$ cat src/lcdld_defines.svh
// Constants of the LCD/LED panel scan block: register indices, fields, resets, timing.
`ifndef LCDLD_DEFINES_SVH
`define LCDLD_DEFINES_SVH
// ----------------------------------------------------------------------
// Register indices (byte address is four times the index).
// ----------------------------------------------------------------------
`define LCDLD_IDX_PINSEL 16'h0092
`define LCDLD_IDX_DISPCTL 16'h00b1
`define LCDLD_IDX_DRVCTL 16'h00b2
`define LCDLD_IDX_STATUS 16'h00b3
`define LCDLD_IDX_P4SEL 16'h00ae
`define LCDLD_IDX_RAM_BASE 16'hf000
`define LCDLD_IDX_RAM_LAST 16'hf02f
// ----------------------------------------------------------------------
// Reset values.
// ----------------------------------------------------------------------
`define LCDLD_RST_PINSEL 8'h7f
`define LCDLD_RST_P4SEL 8'h80
`define LCDLD_RST_DISPCTL 8'h0c
`define LCDLD_RST_DRVCTL 8'h00
// ----------------------------------------------------------------------
// Field positions.
// ----------------------------------------------------------------------
`define LCDLD_FRM_LSB 0
`define LCDLD_DUTY_LSB 2
`define LCDLD_HBIAS_BIT 5
`define LCDLD_PUMP_BIT 6
`define LCDLD_LED_BIT 7
`define LCDLD_BRIGHT_LSB 0
`define LCDLD_CLKSEL_BIT 4
`define LCDLD_P0SEG_LSB 0
`define LCDLD_PORT2_LOW_SEGMENT_SELECT_LSB 3
`define LCDLD_PORT2_HIGH_SEGMENT_SELECT_LSB 5
`define LCDLD_PORT4_SEGMENT_SELECT_LSB 4
// ----------------------------------------------------------------------
// Timing: ticks of the display clock per common slot, one byte per rate code,
// rate code 3 in the top byte. Rows are for 3 to 8 commons.
// ----------------------------------------------------------------------
`define LCDLD_SLOT_C3 32'h6f80a1c0
`define LCDLD_SLOT_C4 32'h7080a1be
`define LCDLD_SLOT_C5 32'h50606f8e
`define LCDLD_SLOT_C6 32'h38405060
`define LCDLD_SLOT_C7 32'h38404f60
`define LCDLD_SLOT_C8 32'h3840505f
`define LCDLD_LED_DEAD_TICKS 8'h04
`define LCDLD_LED_SEG_MAX 36
`endif

$ cat src/lcdld_pkg.sv
// Types shared by the LCD/LED panel scan block.
package lcdld_pkg;
   // Phase of a common slot; LED operation blanks commons in the dead phase.
   typedef enum logic [1:0] {
      LCDLD_PH_DEAD = 2'b00,
      LCDLD_PH_DRIVE = 2'b01
   } lcdld_phase_t;
   // One display memory byte.
   typedef logic [7:0] lcdld_byte_t;
endpackage : lcdld_pkg

$ cat src/lcdld_ram.sv
// Display memory with one write port and two registered read ports.
`timescale 1ns/1ps
`default_nettype none
module lcdld_ram #(
   parameter int DEPTH = 48,
   parameter int AW = 6
) (
   input wire logic clk,
   input wire logic wr_en,
   input wire logic [AW-1:0] wr_addr,
   input wire lcdld_pkg::lcdld_byte_t wr_data,
   input wire logic [AW-1:0] a_addr,
   output lcdld_pkg::lcdld_byte_t a_data_q,
   input wire logic [AW-1:0] b_addr,
   output lcdld_pkg::lcdld_byte_t b_data_q
);
   import lcdld_pkg::*;
   // The address must cover the depth.
   if (DEPTH > (1 << AW) || DEPTH < 1) begin : g_bad_depth
      $error("lcdld_ram depth does not fit the address width.");
   end
   // Storage array; contents are undefined until software writes them.
   lcdld_byte_t mem [DEPTH];
   // Write port.
   always_ff @(posedge clk) begin
      if (wr_en && int'(wr_addr) < DEPTH) begin
         mem[wr_addr] <= wr_data;
      end
   end
   // Bus read port, registered.
   always_ff @(posedge clk) begin
      a_data_q <= (int'(a_addr) < DEPTH) ? mem[a_addr] : 8'h00;
   end
   // Scan read port, registered.
   always_ff @(posedge clk) begin
      b_data_q <= (int'(b_addr) < DEPTH) ? mem[b_addr] : 8'h00;
   end
endmodule : lcdld_ram
`default_nettype wire

$ cat src/lcdld_top.sv
// LCD/LED panel scan controller with APB register and display memory access.
`timescale 1ns/1ps
`default_nettype none
`include "lcdld_defines.svh"
module lcdld_top #(
   parameter int NSEG = 45,
   parameter int RAM_DEPTH = 48
) (
   input wire logic CLK,
   input wire logic ARST_N,
   input wire logic SLOW_TICK,
   input wire logic FAST_TICK,
   input wire logic PSEL,
   input wire logic PENABLE,
   input wire logic PWRITE,
   input wire logic [17:0] PADDR,
   input wire logic [31:0] PWDATA,
   input wire logic [3:0] PSTRB,
   output logic PREADY,
   output logic [31:0] PRDATA,
   output logic PSLVERR,
   output logic [7:0] COM_ACT,
   output logic [7:0] COM_N,
   output logic [NSEG-1:0] SEG,
   output logic FRAME_INV,
   output logic LED_MODE,
   output logic DMX_MODE,
   output logic [7:0] DMX_ANODE,
   output logic PUMP_EN,
   output logic HALF_BIAS,
   output logic [3:0] BRIGHT,
   output logic [6:0] P0_SEG_EN,
   output logic [6:0] P2_SEG_EN,
   output logic [7:0] P4_SEG_EN
);
   import lcdld_pkg::*;
   // ----------------------------------------------------------------------
   // Elaboration checks
   // ----------------------------------------------------------------------
   if (NSEG < `LCDLD_LED_SEG_MAX + 1 || NSEG > RAM_DEPTH || RAM_DEPTH > 64) begin : g_bad
      $error("lcdld_top segment count or memory depth out of range.");
   end
   // ----------------------------------------------------------------------
   // Register file
   // ----------------------------------------------------------------------
   logic [7:0] pinsel_q; // Port 0 and port 2 segment selects.
   logic [7:0] p4sel_q; // Port 4 segment select and touch reference field.
   logic [7:0] dispctl_q; // Rate, duty, bias, pump and LED mode.
   logic [7:0] drvctl_q; // Brightness and clock source.
   logic [15:0] idx; // Word index of the bus address.
   logic ram_hit; // Access falls in display memory.
   logic reg_hit; // Access hits a control register.
   logic ram_wait_q; // First access cycle of a memory read is spent.
   logic wr_go; // A write completes in this cycle.
   logic [5:0] ram_off; // Offset into display memory.
   lcdld_byte_t ram_rdata; // Bus read data from the memory.
   // Address decode from the word index.
   assign idx = PADDR[17:2];
   assign ram_hit = idx >= `LCDLD_IDX_RAM_BASE && idx <= `LCDLD_IDX_RAM_LAST;
   assign reg_hit = idx == `LCDLD_IDX_PINSEL || idx == `LCDLD_IDX_P4SEL
                    || idx == `LCDLD_IDX_DISPCTL || idx == `LCDLD_IDX_DRVCTL
                    || idx == `LCDLD_IDX_STATUS;
   assign ram_off = idx[5:0];
   // Memory reads wait one cycle for the registered read port.
   assign PREADY = !(PSEL && PENABLE && !PWRITE && ram_hit && !ram_wait_q);
   assign PSLVERR = PSEL && PENABLE && PREADY && !ram_hit && !reg_hit;
   assign wr_go = PSEL && PENABLE && PREADY && PWRITE && PSTRB[0];
   // Wait-state flag for memory reads.
   always_ff @(posedge CLK or negedge ARST_N) begin
      if (!ARST_N) begin
         ram_wait_q <= 1'b0;
      end else begin
         ram_wait_q <= PSEL && PENABLE && !PWRITE && ram_hit && !ram_wait_q;
      end
   end
   // Control register writes; the status word is read only.
   always_ff @(posedge CLK or negedge ARST_N) begin
      if (!ARST_N) begin
         pinsel_q <= `LCDLD_RST_PINSEL;
         p4sel_q <= `LCDLD_RST_P4SEL;
         dispctl_q <= `LCDLD_RST_DISPCTL;
         drvctl_q <= `LCDLD_RST_DRVCTL;
      end else if (wr_go) begin
         // The top bit of the pin select has no storage.
         if (idx == `LCDLD_IDX_PINSEL) begin
            pinsel_q <= {1'b0, PWDATA[6:0]};
         end
         if (idx == `LCDLD_IDX_P4SEL) begin
            p4sel_q <= PWDATA[7:0];
         end
         if (idx == `LCDLD_IDX_DISPCTL) begin
            dispctl_q <= PWDATA[7:0];
         end
         if (idx == `LCDLD_IDX_DRVCTL) begin
            drvctl_q <= {3'h0, PWDATA[4:0]};
         end
      end
   end
   // ----------------------------------------------------------------------
   // Field decode
   // ----------------------------------------------------------------------
   logic [1:0] frm; // Frame rate code.
   logic [3:0] ncom; // Number of commons scanned.
   logic led_mode; // LED operation.
   logic dmx_mode; // Dot matrix operation.
   logic tick_en; // One display clock tick.
   assign frm = dispctl_q[`LCDLD_FRM_LSB +: 2];
   // Duty codes below two fall back to three commons.
   // common count
   assign ncom = (dispctl_q[`LCDLD_DUTY_LSB +: 3] < 3'h2) ? 4'h3
                 : {1'b0, dispctl_q[`LCDLD_DUTY_LSB +: 3]} + 4'h1;
   assign led_mode = dispctl_q[`LCDLD_LED_BIT];
   assign dmx_mode = led_mode && dispctl_q[`LCDLD_PUMP_BIT];
   assign tick_en = drvctl_q[`LCDLD_CLKSEL_BIT] ? FAST_TICK : SLOW_TICK;
   // ----------------------------------------------------------------------
   // Slot length lookup
   // ----------------------------------------------------------------------
   logic [31:0] slot_row; // Four slot lengths for the current duty.
   logic [7:0] slot_lcd; // Slot length in LCD operation.
   logic [7:0] slot_len; // Slot length in force.
   // Row pick by common count.
   always_comb begin
      case (ncom)
         4'h3: slot_row = `LCDLD_SLOT_C3;
         4'h4: slot_row = `LCDLD_SLOT_C4;
         4'h5: slot_row = `LCDLD_SLOT_C5;
         4'h6: slot_row = `LCDLD_SLOT_C6;
         4'h7: slot_row = `LCDLD_SLOT_C7;
         default: slot_row = `LCDLD_SLOT_C8;
      endcase
   end
   assign slot_lcd = slot_row[8*frm +: 8];
   assign slot_len = led_mode ? {1'b0, slot_lcd[7:1]} : slot_lcd;
   // ----------------------------------------------------------------------
   // Slot and common sequencing
   // ----------------------------------------------------------------------
   logic [7:0] tick_cnt_q; // Ticks spent in the current slot.
   logic [2:0] com_q; // Active common.
   logic [2:0] next_com; // Common of the following slot.
   logic slot_end; // Last tick of a slot.
   logic frame_inv_q; // Toggles at each frame end.
   lcdld_phase_t phase_q; // Dead or drive phase.
   assign slot_end = tick_en && (tick_cnt_q >= slot_len - 8'h01);
   assign next_com = ({1'b0, com_q} + 4'h1 >= ncom) ? 3'h0 : com_q + 3'h1;
   always_ff @(posedge CLK or negedge ARST_N) begin
      if (!ARST_N) begin
         tick_cnt_q <= 8'h00;
      end else if (slot_end) begin
         tick_cnt_q <= 8'h00;
      end else if (tick_en) begin
         tick_cnt_q <= tick_cnt_q + 8'h01;
      end
   end
   always_ff @(posedge CLK or negedge ARST_N) begin
      if (!ARST_N) begin
         com_q <= 3'h0;
         frame_inv_q <= 1'b0;
      end else if (slot_end) begin
         com_q <= next_com;
         if (next_com == 3'h0) begin
            frame_inv_q <= !frame_inv_q;
         end
      end
   end
   always_ff @(posedge CLK or negedge ARST_N) begin
      if (!ARST_N) begin
         phase_q <= LCDLD_PH_DEAD;
      end else begin
         case (phase_q)
            LCDLD_PH_DEAD: begin
               if (slot_end) begin
                  phase_q <= LCDLD_PH_DEAD;
               end else if (tick_en && tick_cnt_q + 8'h01 >= `LCDLD_LED_DEAD_TICKS) begin
                  phase_q <= LCDLD_PH_DRIVE;
               end
            end
            LCDLD_PH_DRIVE: begin
               if (slot_end) begin
                  phase_q <= LCDLD_PH_DEAD;
               end
            end
            default: phase_q <= LCDLD_PH_DEAD;
         endcase
      end
   end
   // ----------------------------------------------------------------------
   // Display memory and scan sweep
   // ----------------------------------------------------------------------
   logic [5:0] scan_idx_q; // Byte being fetched.
   logic [5:0] scan_got_q; // Byte whose data arrives now.
   lcdld_byte_t scan_data; // Scan read data.
   logic [RAM_DEPTH-1:0] shadow_q; // Bits of the next common.
   lcdld_byte_t dmx_shadow_q; // Row byte of the next common.
   logic [NSEG-1:0] seg_q; // Segment levels of the current slot.
   lcdld_byte_t dmx_row_q; // Row byte of the current slot.
   logic bit_ok; // Fetched bit exists for this segment.
   lcdld_ram #(.DEPTH(RAM_DEPTH), .AW(6)) u_ram (
      .clk(CLK),
      .wr_en(wr_go && ram_hit),
      .wr_addr(ram_off),
      .wr_data(PWDATA[7:0]),
      .a_addr(ram_off),
      .a_data_q(ram_rdata),
      .b_addr(scan_idx_q),
      .b_data_q(scan_data)
   );
   // Low segments hold fewer common bits.
   // narrow low bytes
   assign bit_ok = scan_got_q >= 6'h08 || next_com < 3'h3 || {3'h0, next_com} < scan_got_q;
   // Continuous sweep over all bytes, one per clock.
   always_ff @(posedge CLK or negedge ARST_N) begin
      if (!ARST_N) begin
         scan_idx_q <= 6'h00;
         scan_got_q <= 6'h00;
      end else begin
         scan_idx_q <= (int'(scan_idx_q) >= RAM_DEPTH - 1) ? 6'h00 : scan_idx_q + 6'h01;
         scan_got_q <= scan_idx_q;
      end
   end
   always_ff @(posedge CLK or negedge ARST_N) begin
      if (!ARST_N) begin
         shadow_q <= '0;
         dmx_shadow_q <= 8'h00;
      end else begin
         shadow_q[scan_got_q] <= scan_data[next_com] && bit_ok;
         if (scan_got_q == {3'h0, next_com}) begin
            dmx_shadow_q <= scan_data;
         end
      end
   end
   always_ff @(posedge CLK or negedge ARST_N) begin
      if (!ARST_N) begin
         seg_q <= '0;
         dmx_row_q <= 8'h00;
      end else begin
         for (int i = 0; i < NSEG; i++) begin
            seg_q[i] <= (slot_end ? shadow_q[i] : seg_q[i])
                        && !(led_mode && i >= `LCDLD_LED_SEG_MAX) && !dmx_mode;
         end
         dmx_row_q <= slot_end ? dmx_shadow_q : dmx_row_q;
      end
   end
   // ----------------------------------------------------------------------
   // Panel outputs
   // ----------------------------------------------------------------------
   logic drive; // LED drive phase.
   assign drive = phase_q == LCDLD_PH_DRIVE;
   assign SEG = seg_q;
   assign COM_ACT = led_mode ? 8'h00 : (8'h01 << com_q);
   assign COM_N = (led_mode && drive) ? ~(8'h01 << com_q) : 8'hff;
   assign DMX_ANODE = (dmx_mode && drive) ? (dmx_row_q & ~(8'h01 << com_q)) : 8'h00;
   assign FRAME_INV = frame_inv_q;
   assign LED_MODE = led_mode;
   assign DMX_MODE = dmx_mode;
   assign PUMP_EN = dispctl_q[`LCDLD_PUMP_BIT];
   assign HALF_BIAS = dispctl_q[`LCDLD_HBIAS_BIT];
   assign BRIGHT = drvctl_q[`LCDLD_BRIGHT_LSB +: 4];
   // ----------------------------------------------------------------------
   // Pin role decode
   // ----------------------------------------------------------------------
   logic [1:0] p2h_code; // Port 2 high group code.
   logic [1:0] p2l_code; // Port 2 low group code.
   logic [2:0] p0_code; // Port 0 code.
   logic [3:0] p4_code; // Port 4 code.
   assign p2h_code = pinsel_q[`LCDLD_PORT2_HIGH_SEGMENT_SELECT_LSB +: 2];
   assign p2l_code = pinsel_q[`LCDLD_PORT2_LOW_SEGMENT_SELECT_LSB +: 2];
   assign p0_code = pinsel_q[`LCDLD_P0SEG_LSB +: 3];
   assign p4_code = p4sel_q[`LCDLD_PORT4_SEGMENT_SELECT_LSB +: 4];
   assign P0_SEG_EN = ~(7'h7f >> p0_code);
   assign P2_SEG_EN[6:4] = ~(3'h7 >> p2h_code);
   assign P2_SEG_EN[3:1] = ~(3'h7 >> p2l_code);
   assign P2_SEG_EN[0] = 1'b0;
   assign P4_SEG_EN = (p4_code >= 4'h8) ? 8'hff : ~(8'hff >> p4_code);
   // ----------------------------------------------------------------------
   // Read mux
   // ----------------------------------------------------------------------
   always_comb begin
      PRDATA = 32'h0000_0000;
      if (ram_hit) begin
         PRDATA = {24'h000000, ram_rdata};
      end else if (idx == `LCDLD_IDX_PINSEL) begin
         PRDATA = {24'h000000, pinsel_q};
      end else if (idx == `LCDLD_IDX_P4SEL) begin
         PRDATA = {24'h000000, p4sel_q};
      end else if (idx == `LCDLD_IDX_DISPCTL) begin
         PRDATA = {24'h000000, dispctl_q};
      end else if (idx == `LCDLD_IDX_DRVCTL) begin
         PRDATA = {24'h000000, drvctl_q};
      end else if (idx == `LCDLD_IDX_STATUS) begin
         PRDATA = {27'h0000000, drive, frame_inv_q, com_q};
      end
   end
endmodule : lcdld_top
`default_nettype wire

$ cat config.mk
export PLATFORM = sky130hd
export DESIGN_NAME = lcdld_top
export DESIGN_NICKNAME = d
export VERILOG_FILES = /design/src/lcdld_pkg.sv /design/src/lcdld_ram.sv /design/src/lcdld_top.sv
export VERILOG_INCLUDE_DIRS = /design/src
export SDC_FILE = /design/constraint.sdc
export NUM_CORES = 1
export LEC_CHECK = 0
export BUFFER_PORTS_ARGS = -buffer_cell sky130_fd_sc_hd__buf_4
export CORE_MARGIN = 1.5
export CORE_UTILIZATION = 46
export CTS_BUF_LIST = sky130_fd_sc_hd__clkbuf_4 sky130_fd_sc_hd__clkbuf_8
export DETAILED_ROUTE_END_ITERATION = 8
export HOLD_SLACK_MARGIN = 0.1
export PLACE_DENSITY = 0.66
export SLEW_MARGIN = 20
export SYNTH_ARGS = -nofsm -noshare
export SYNTH_HDL_FRONTEND = slang
export SYNTH_HIERARCHICAL = 1
export SYNTH_SLANG_ARGS = --single-unit
$ cat constraint.sdc
create_clock -name CLK -period 4.9 [get_ports CLK]
set_input_delay 0.98 -clock CLK [delete_from_list [all_inputs] [get_ports CLK]]
set_output_delay 0.98 -clock CLK [all_outputs]
set_load 0.02 [all_outputs]
==> metrics.txt, run 1 <==
Clk Latency, worst-skew pair=690 ps; antenna violations before repair=3; Vias/cell=6.23; crit path DAT=~5100 ps; clk root buf=clkbuf_8; XOR/XNOR Fraction of Synth Area=0.00128; Final Skew=roughly 26 ps; Most used DFF post-synth=edfxtp_1; Max Cap Viol=0; max reg flops=384; Synth top area share=0.423; Cell variety after synth=80; most common cell after layout, fill and taps aside=edfxtp_1; GR Layer Usage met1=0.343; WL/cell=25.5 um; Worst Hold Class=in -> async; Place WS=between 300 and 400 ps; largest reg by FF count=u_ram/mem; peak supply drop=between 300 and 400 uV; CP Capture Type=flip-flop; RSZ-0062 raised after global routing=false; Final Worst Setup Slack=approximately 400 ps; CTS tree=yes; register area share after synthesis=0.582; PortBufs=between 100 and 150; main combinational cell family by area after synthesis=multiplexers; Die Area=0.0608 sq mm; Total GRT Usage=0.250; most frequent cells in the layout=384 x edfxtp_1, 219 x buf_4, 190 x mux4_2; FFs w/ async S/R, synth=0.286; worst endpoint required time=around 5500 ps; number of global-route vias before repair=roughly 18k; Final ANT Viol Nets=0; largest area contributor in the netlist=edfxtp_1; row cnt=89; max-slew violations=0; Post-CTS Hold Buffers=0; Num CTS Buffers=slightly above 90; Crit Path Max Fanout=52; area delta synth->final=14.9%; P_leak=0.0113 uW; first-pass GRT wire length=about 110 mm; total power draw=around 13000 uW; core box area=a little under 0.06 sq mm; # Post-CTS Setup Buffers=0; GR met2 Demand/Resource=0.394; hpwl dp=between 40 and 50 mm; Worst Tran Pin Value=1040 ps; status=finished clean; Placed Instances=between 2k and 3k; total number of vias=~18k; post-synthesis simple-gate area fraction=0.0921; FMAX=roughly 220 MHz; share of layout cells above drive strength 1=0.325; setup TNS=0 ps; worst hold slack=between 100 and 150 ps; Reg clk slew, reported paths=about 70 ps; synth top area cells=edfxtp_1 42%, mux4_2 16%, dfrtp_1 14%; PwrDens=401 mW/mm^2; Synth Register Bits=560; fin nets=2166; Hold Fails Final Rpt=0; top-level port count=195; period utilisation layout=0.918; placer congestion estimate=around 0.9; Resized Gates After CTS=0; Routed WL=~75 mm; Compound-Gate Fraction of Synth Area=0.0725; DRT Pass-1 Iters=7; DRT iter0 DRCs=~2.0k; DRC=0; Syn Area/Cell=between 10 and 15 sq um; clock sinks=560; Starting Density=0.464; Die Ht=247 um; Synth Area in Adders=0.0115; Clock Tree Buf Depth=3; critical path class=reg -> reg; met3 GRT Util=0.0480; yosys warns=6; die width=approximately 250 um; Setup Viol. Count Final=0; Tmin final=roughly 4500 ps; post-synthesis cell area=0.0273 sq mm; Post-synth EDFFs=approximately 380; Slew headroom=0.303; crit start category=flip-flop; post-synthesis cell count=~1.9k; proportion of synthesized area in mux cells=0.208; final cell count without fillers=between 2k and 3k; grt total ovfl=0; CTS H-tree depth=3; largest net degree at the start of global routing=108; GRT Max-Usage Layer=met2
[final timing paths]
path,cells after the start,end,slack [ps],startpoint
worst max register to register,13,tick_cnt_q[5]$_DFFE_PN0P_,400,dispctl_q[4]$_DFFE_PN0P_
min in group CLK,1,dmx_shadow_q[0]$_DFFE_PN0P_,490,u_ram/b_data_q[0]$_SDFF_PP0_
max in group asynchronous,3,SEG[4]$_DFF_PN0_,3570,ARST_N
worst max-delay path,13,tick_cnt_q[5]$_DFFE_PN0P_,400,dispctl_q[4]$_DFFE_PN0P_
worst min-delay path,1,tick_cnt_q[1]$_DFFE_PN0P_,140,ARST_N
worst min register to register,1,dmx_shadow_q[0]$_DFFE_PN0P_,490,u_ram/b_data_q[0]$_SDFF_PP0_
[routing by layer]
layer	up-vias	part of all wire
li1	7844	-
met1	9311	0.40
met2	969	0.47
met3	149	0.094
met4	4	0.034
met5	-	0.00048
[final cells by class]
| class | instances | area (sq um) |
|---|---|---|
| Tap cell | 773 | 967 |
| Antenna cell | 1 | 2.50 |
| Fill cell | 4781 | 27500 |
| Multi-Input combinational cell | 1176 | 10600 |
| Sequential cell | 560 | 15900 |
| Clock inverter | 35 | 265 |
| Inverter | 21 | 78.8 |
| Clock buffer | 139 | 1710 |
| Timing Repair Buffer | 228 | 1810 |
[where the power goes]
group	total (uW)	internal [uW]	switching, uW
registers	5840	5520	320
clock network	4290	2400	1890
logic	2450	996	1450
[worst max-delay path, cell delays in order, from the launching register on]
cell and delay (ps):
dfrtp_1 570, and2_1 280, o21a_1 200, o41a_1 470
or3_4 430, or4_1 480, nand4_1 110, ha_1 260
a2111o_1 420, a31oi_1 300, o21a_1 260, buf_12 240
nor2_1 160, o211ai_1 200
[synthesized netlist by cell type (all sizes together), types with 5 or more instances]
cell      n
o31a      5
nor4      8
or4       5
nor3     24
nand4     8
or3       8
or2      13
ha       25
a22oi    19
a21o      6
mux2     85
and2      9
nand2   104
nand3b   12
o22ai    24
nand2b   22
dfrtp   150
a21oi    77
a211o    10
a211oi    9
dfxtp    16
nand3    95
inv      20
o221ai    5
or3b      5
o21ai    81
nor3b     9
and3     10
buf      78
nor2    121
mux4    195
mux2i    31
nor2b    29
a221oi    6
dfstp    10
o21a      8
clkbuf   78
edfxtp  384
o211ai    7
a31oi    16
[cell families after synthesis]
logic type,count (synthesis)
other,1
muxes,311
and+or+nand+nor,500
adders and majority gates,25
DFF,560
AOI/OAI and AO/OA,311
xor gates and xnor gates,4
buffers and inverters,177
[metrics by stage]
step           instance area, sq um  utilization
2_1_floorplan                 27400            -
3_3_place_gp                  29300        0.499
3_5_place_dp                  29300        0.499
4_1_cts                       31300        0.533
5_1_grt                       31300        0.533
6_report                      31300        0.533
(Power assumes the default switching activity.)
==> run 2, diff against run 1 <==
--- a/config.mk
+++ b/config.mk
@@ -12,7 +12,7 @@
 export CTS_BUF_LIST = sky130_fd_sc_hd__clkbuf_4 sky130_fd_sc_hd__clkbuf_8
 export DETAILED_ROUTE_END_ITERATION = 8
 export HOLD_SLACK_MARGIN = 0.1
-export PLACE_DENSITY = 0.66
+export PLACE_DENSITY = 0.75
 export SLEW_MARGIN = 20
 export SYNTH_ARGS = -nofsm -noshare
 export SYNTH_HDL_FRONTEND = slang
==> run 2 against run 1 <==
  * Setup slack worse by 170 ps
  * Highest routed layer unchanged
  * Die area stayed put
  * Cell area barely moved
  * Total power up 1.4%
==> metrics.txt, run 2 (synthesis results as in run 1) <==
status=finished clean; area delta synth->final=14.9%; max incr delay on CP=a little over 700 ps; fin nets=2159; crit start category=flip-flop; flop-to-flop setup slack=230 ps; Reg2Reg Depth=13; Worst Tran Pin Value=between 1000 and 1500 ps; Num CTS Buffers=93; Final Skew=between 30 and 40 ps; Routed WL=74.5 mm; critical path class=reg -> reg; PortBufs=140; RSZ-0062 raised after global routing=false; FMAX=around 210 MHz; placer congestion estimate=slightly below 1; P_leak=~0.011 uW; slowest CP cell=dfstp_2; Hold Fails Final Rpt=0; max-slew violations=0; PwrDens=a little over 400 mW/mm^2; setup TNS=0 ps; Place WS=~120 ps; # Post-CTS Setup Buffers=0; CTS tree=yes; share of layout cells above drive strength 1=0.322; first-pass GRT wire length=112 mm; hpwl dp=between 40 and 50 mm; CP Capture Point=dmx_row_q[1]$_DFFE_PN0N_; core box area=0.0588 sq mm; Tmin final=4670 ps; clock sinks=560; Worst Setup SP=dispctl_q[2]$_DFFE_PN1P_; RR Endpoint=dmx_row_q[1]$_DFFE_PN0N_; grt total ovfl=0; WL/cell=25.4 um; CP Depth=13; Setup Viol. Count Final=0; Worst Hold Class=in -> async; Final Worst Setup Slack=roughly 230 ps; worst hold slack=around 340 ps; Total GRT Usage=0.247; Post-CTS Hold Buffers=0; max reg flops=384; Clock Tree Buf Depth=3; Slew headroom=0.199; CP Capture Type=flip-flop; CP top delay family=compound AO/OA/AOI/OAI gates; number of global-route vias before repair=18.4k; Clk Latency, worst-skew pair=about 700 ps; period utilisation layout=0.953; crit path DAT=approximately 5300 ps; Starting Density=0.464; Crit Path Max Fanout=18; Die Ht=247 um; Final ANT Viol Nets=0; worst endpoint required time=5480 ps; row cnt=a little under 90; Reg clk slew, reported paths=60 ps; Max Cap Viol=0; DP Area=approximately 0.03 sq mm; CP Buf/Inv Count=0; peak supply drop=between 300 and 400 uV; worst path cell trace=ha_4, nor3b_1, o21a_1, o41a_1, or3_4, or4_1, nand4_1, ha_1, a2111o_1, a31oi_1, o21a_2, nor2_1, mux2_2; largest net degree at the start of global routing=93; CTS H-tree depth=3; Die Area=0.0608 sq mm; die width=approximately 250 um; DRT iter0 DRCs=approximately 2.7k; antenna violations before repair=3; Resized Gates After CTS=0; largest reg by FF count=u_ram/mem; cell area after layout=about 0.031 sq mm; top-level port count=195; clk root buf=clkbuf_8; most common cell after layout, fill and taps aside=edfxtp_1; total number of vias=18.5k; DRC=0; Worst R2R Start=dispctl_q[2]$_DFFE_PN1P_; Vias/cell=roughly 6.3; most frequent cells in the layout=384 x edfxtp_1, 215 x buf_4, 190 x mux4_2; DRT Pass-1 Iters=6
-- run 2: cell count changes in the layout (fill, tap and decap cells not counted), sizes merged --
cell and change:
buf -7, bufinv +4, clkbuf -8, clkinv +8, clkinvlp -1, inv -2
-- run 2: worst register-to-register path: cells and delay by family (launching register included) --
family / cells / cell delay, ps
fa+ha+maj: 2 / 510
simple gates: 5 / 1270
compound gates: 5 / 1730
flops: 1 / 720
mux: 1 / 330
-- run 2: worst min-delay path by stage --
stage / slack [ps] / cells after the start / start / endpoint
finish: 340 / 1 / ARST_N / tick_cnt_q[6]$_DFFE_PN0P_
global route: 390 / 1 / ARST_N / tick_cnt_q[0]$_DFFE_PN0P_
CTS: 350 / 1 / ARST_N / tick_cnt_q[6]$_DFFE_PN0P_
detailed placement: 500 / 1 / shadow_q[43]$_DFFE_PN0P_ / shadow_q[43]$_DFFE_PN0P_
global placement: 480 / 1 / u_ram/b_data_q[4]$_SDFF_PP0_ / dmx_shadow_q[4]$_DFFE_PN0P_
floorplan: 410 / 0 / scan_idx_q[1]$_DFF_PN0_ / scan_got_q[1]$_DFF_PN0_
-- run 2: report_power, final --
group / leakage, uW / internal (uW) / switching [uW]
clock: 0.00107 / 2540 / 1930
combinational: 0.00469 / 997 / 1440
sequential: 0.00555 / 5520 / 325
total: 0.0113 / 9060 / 3690
-- run 2: area by class of cell --
| class | instances | area [sq um] |
|---|---|---|
| Inverter | 21 | 78.8 |
| Clock buffer | 131 | 1630 |
| Clock inverter | 44 | 417 |
| Sequential cell | 560 | 15900 |
| Multi-Input combinational cell | 1176 | 10600 |
| Tap cell | 773 | 967 |
| Antenna cell | 1 | 2.50 |
| Timing Repair Buffer | 221 | 1720 |
| Fill cell | 4694 | 27500 |
-- run 2: metrics by stage --
stage | utilization | total power, uW | std cells
floorplan | - | 7460 | 1913
global placement | 0.498 | 8260 | 2751
detailed placement | 0.498 | 8360 | 2751
CTS | 0.533 | 12800 | 2926
global route | 0.533 | 13300 | 2926
finish | 0.533 | 12800 | 2927
-- run 2: routing by layer --
metal / GRT usage / wire, um / vias to the layer above
li1: - / - / 7796
met1: 0.326 / 27900 / 9307
met2: 0.389 / 35300 / 1192
met3: 0.0638 / 8420 / 219
met4: 0.0995 / 2830 / 2
met5: 0 / 17 / -
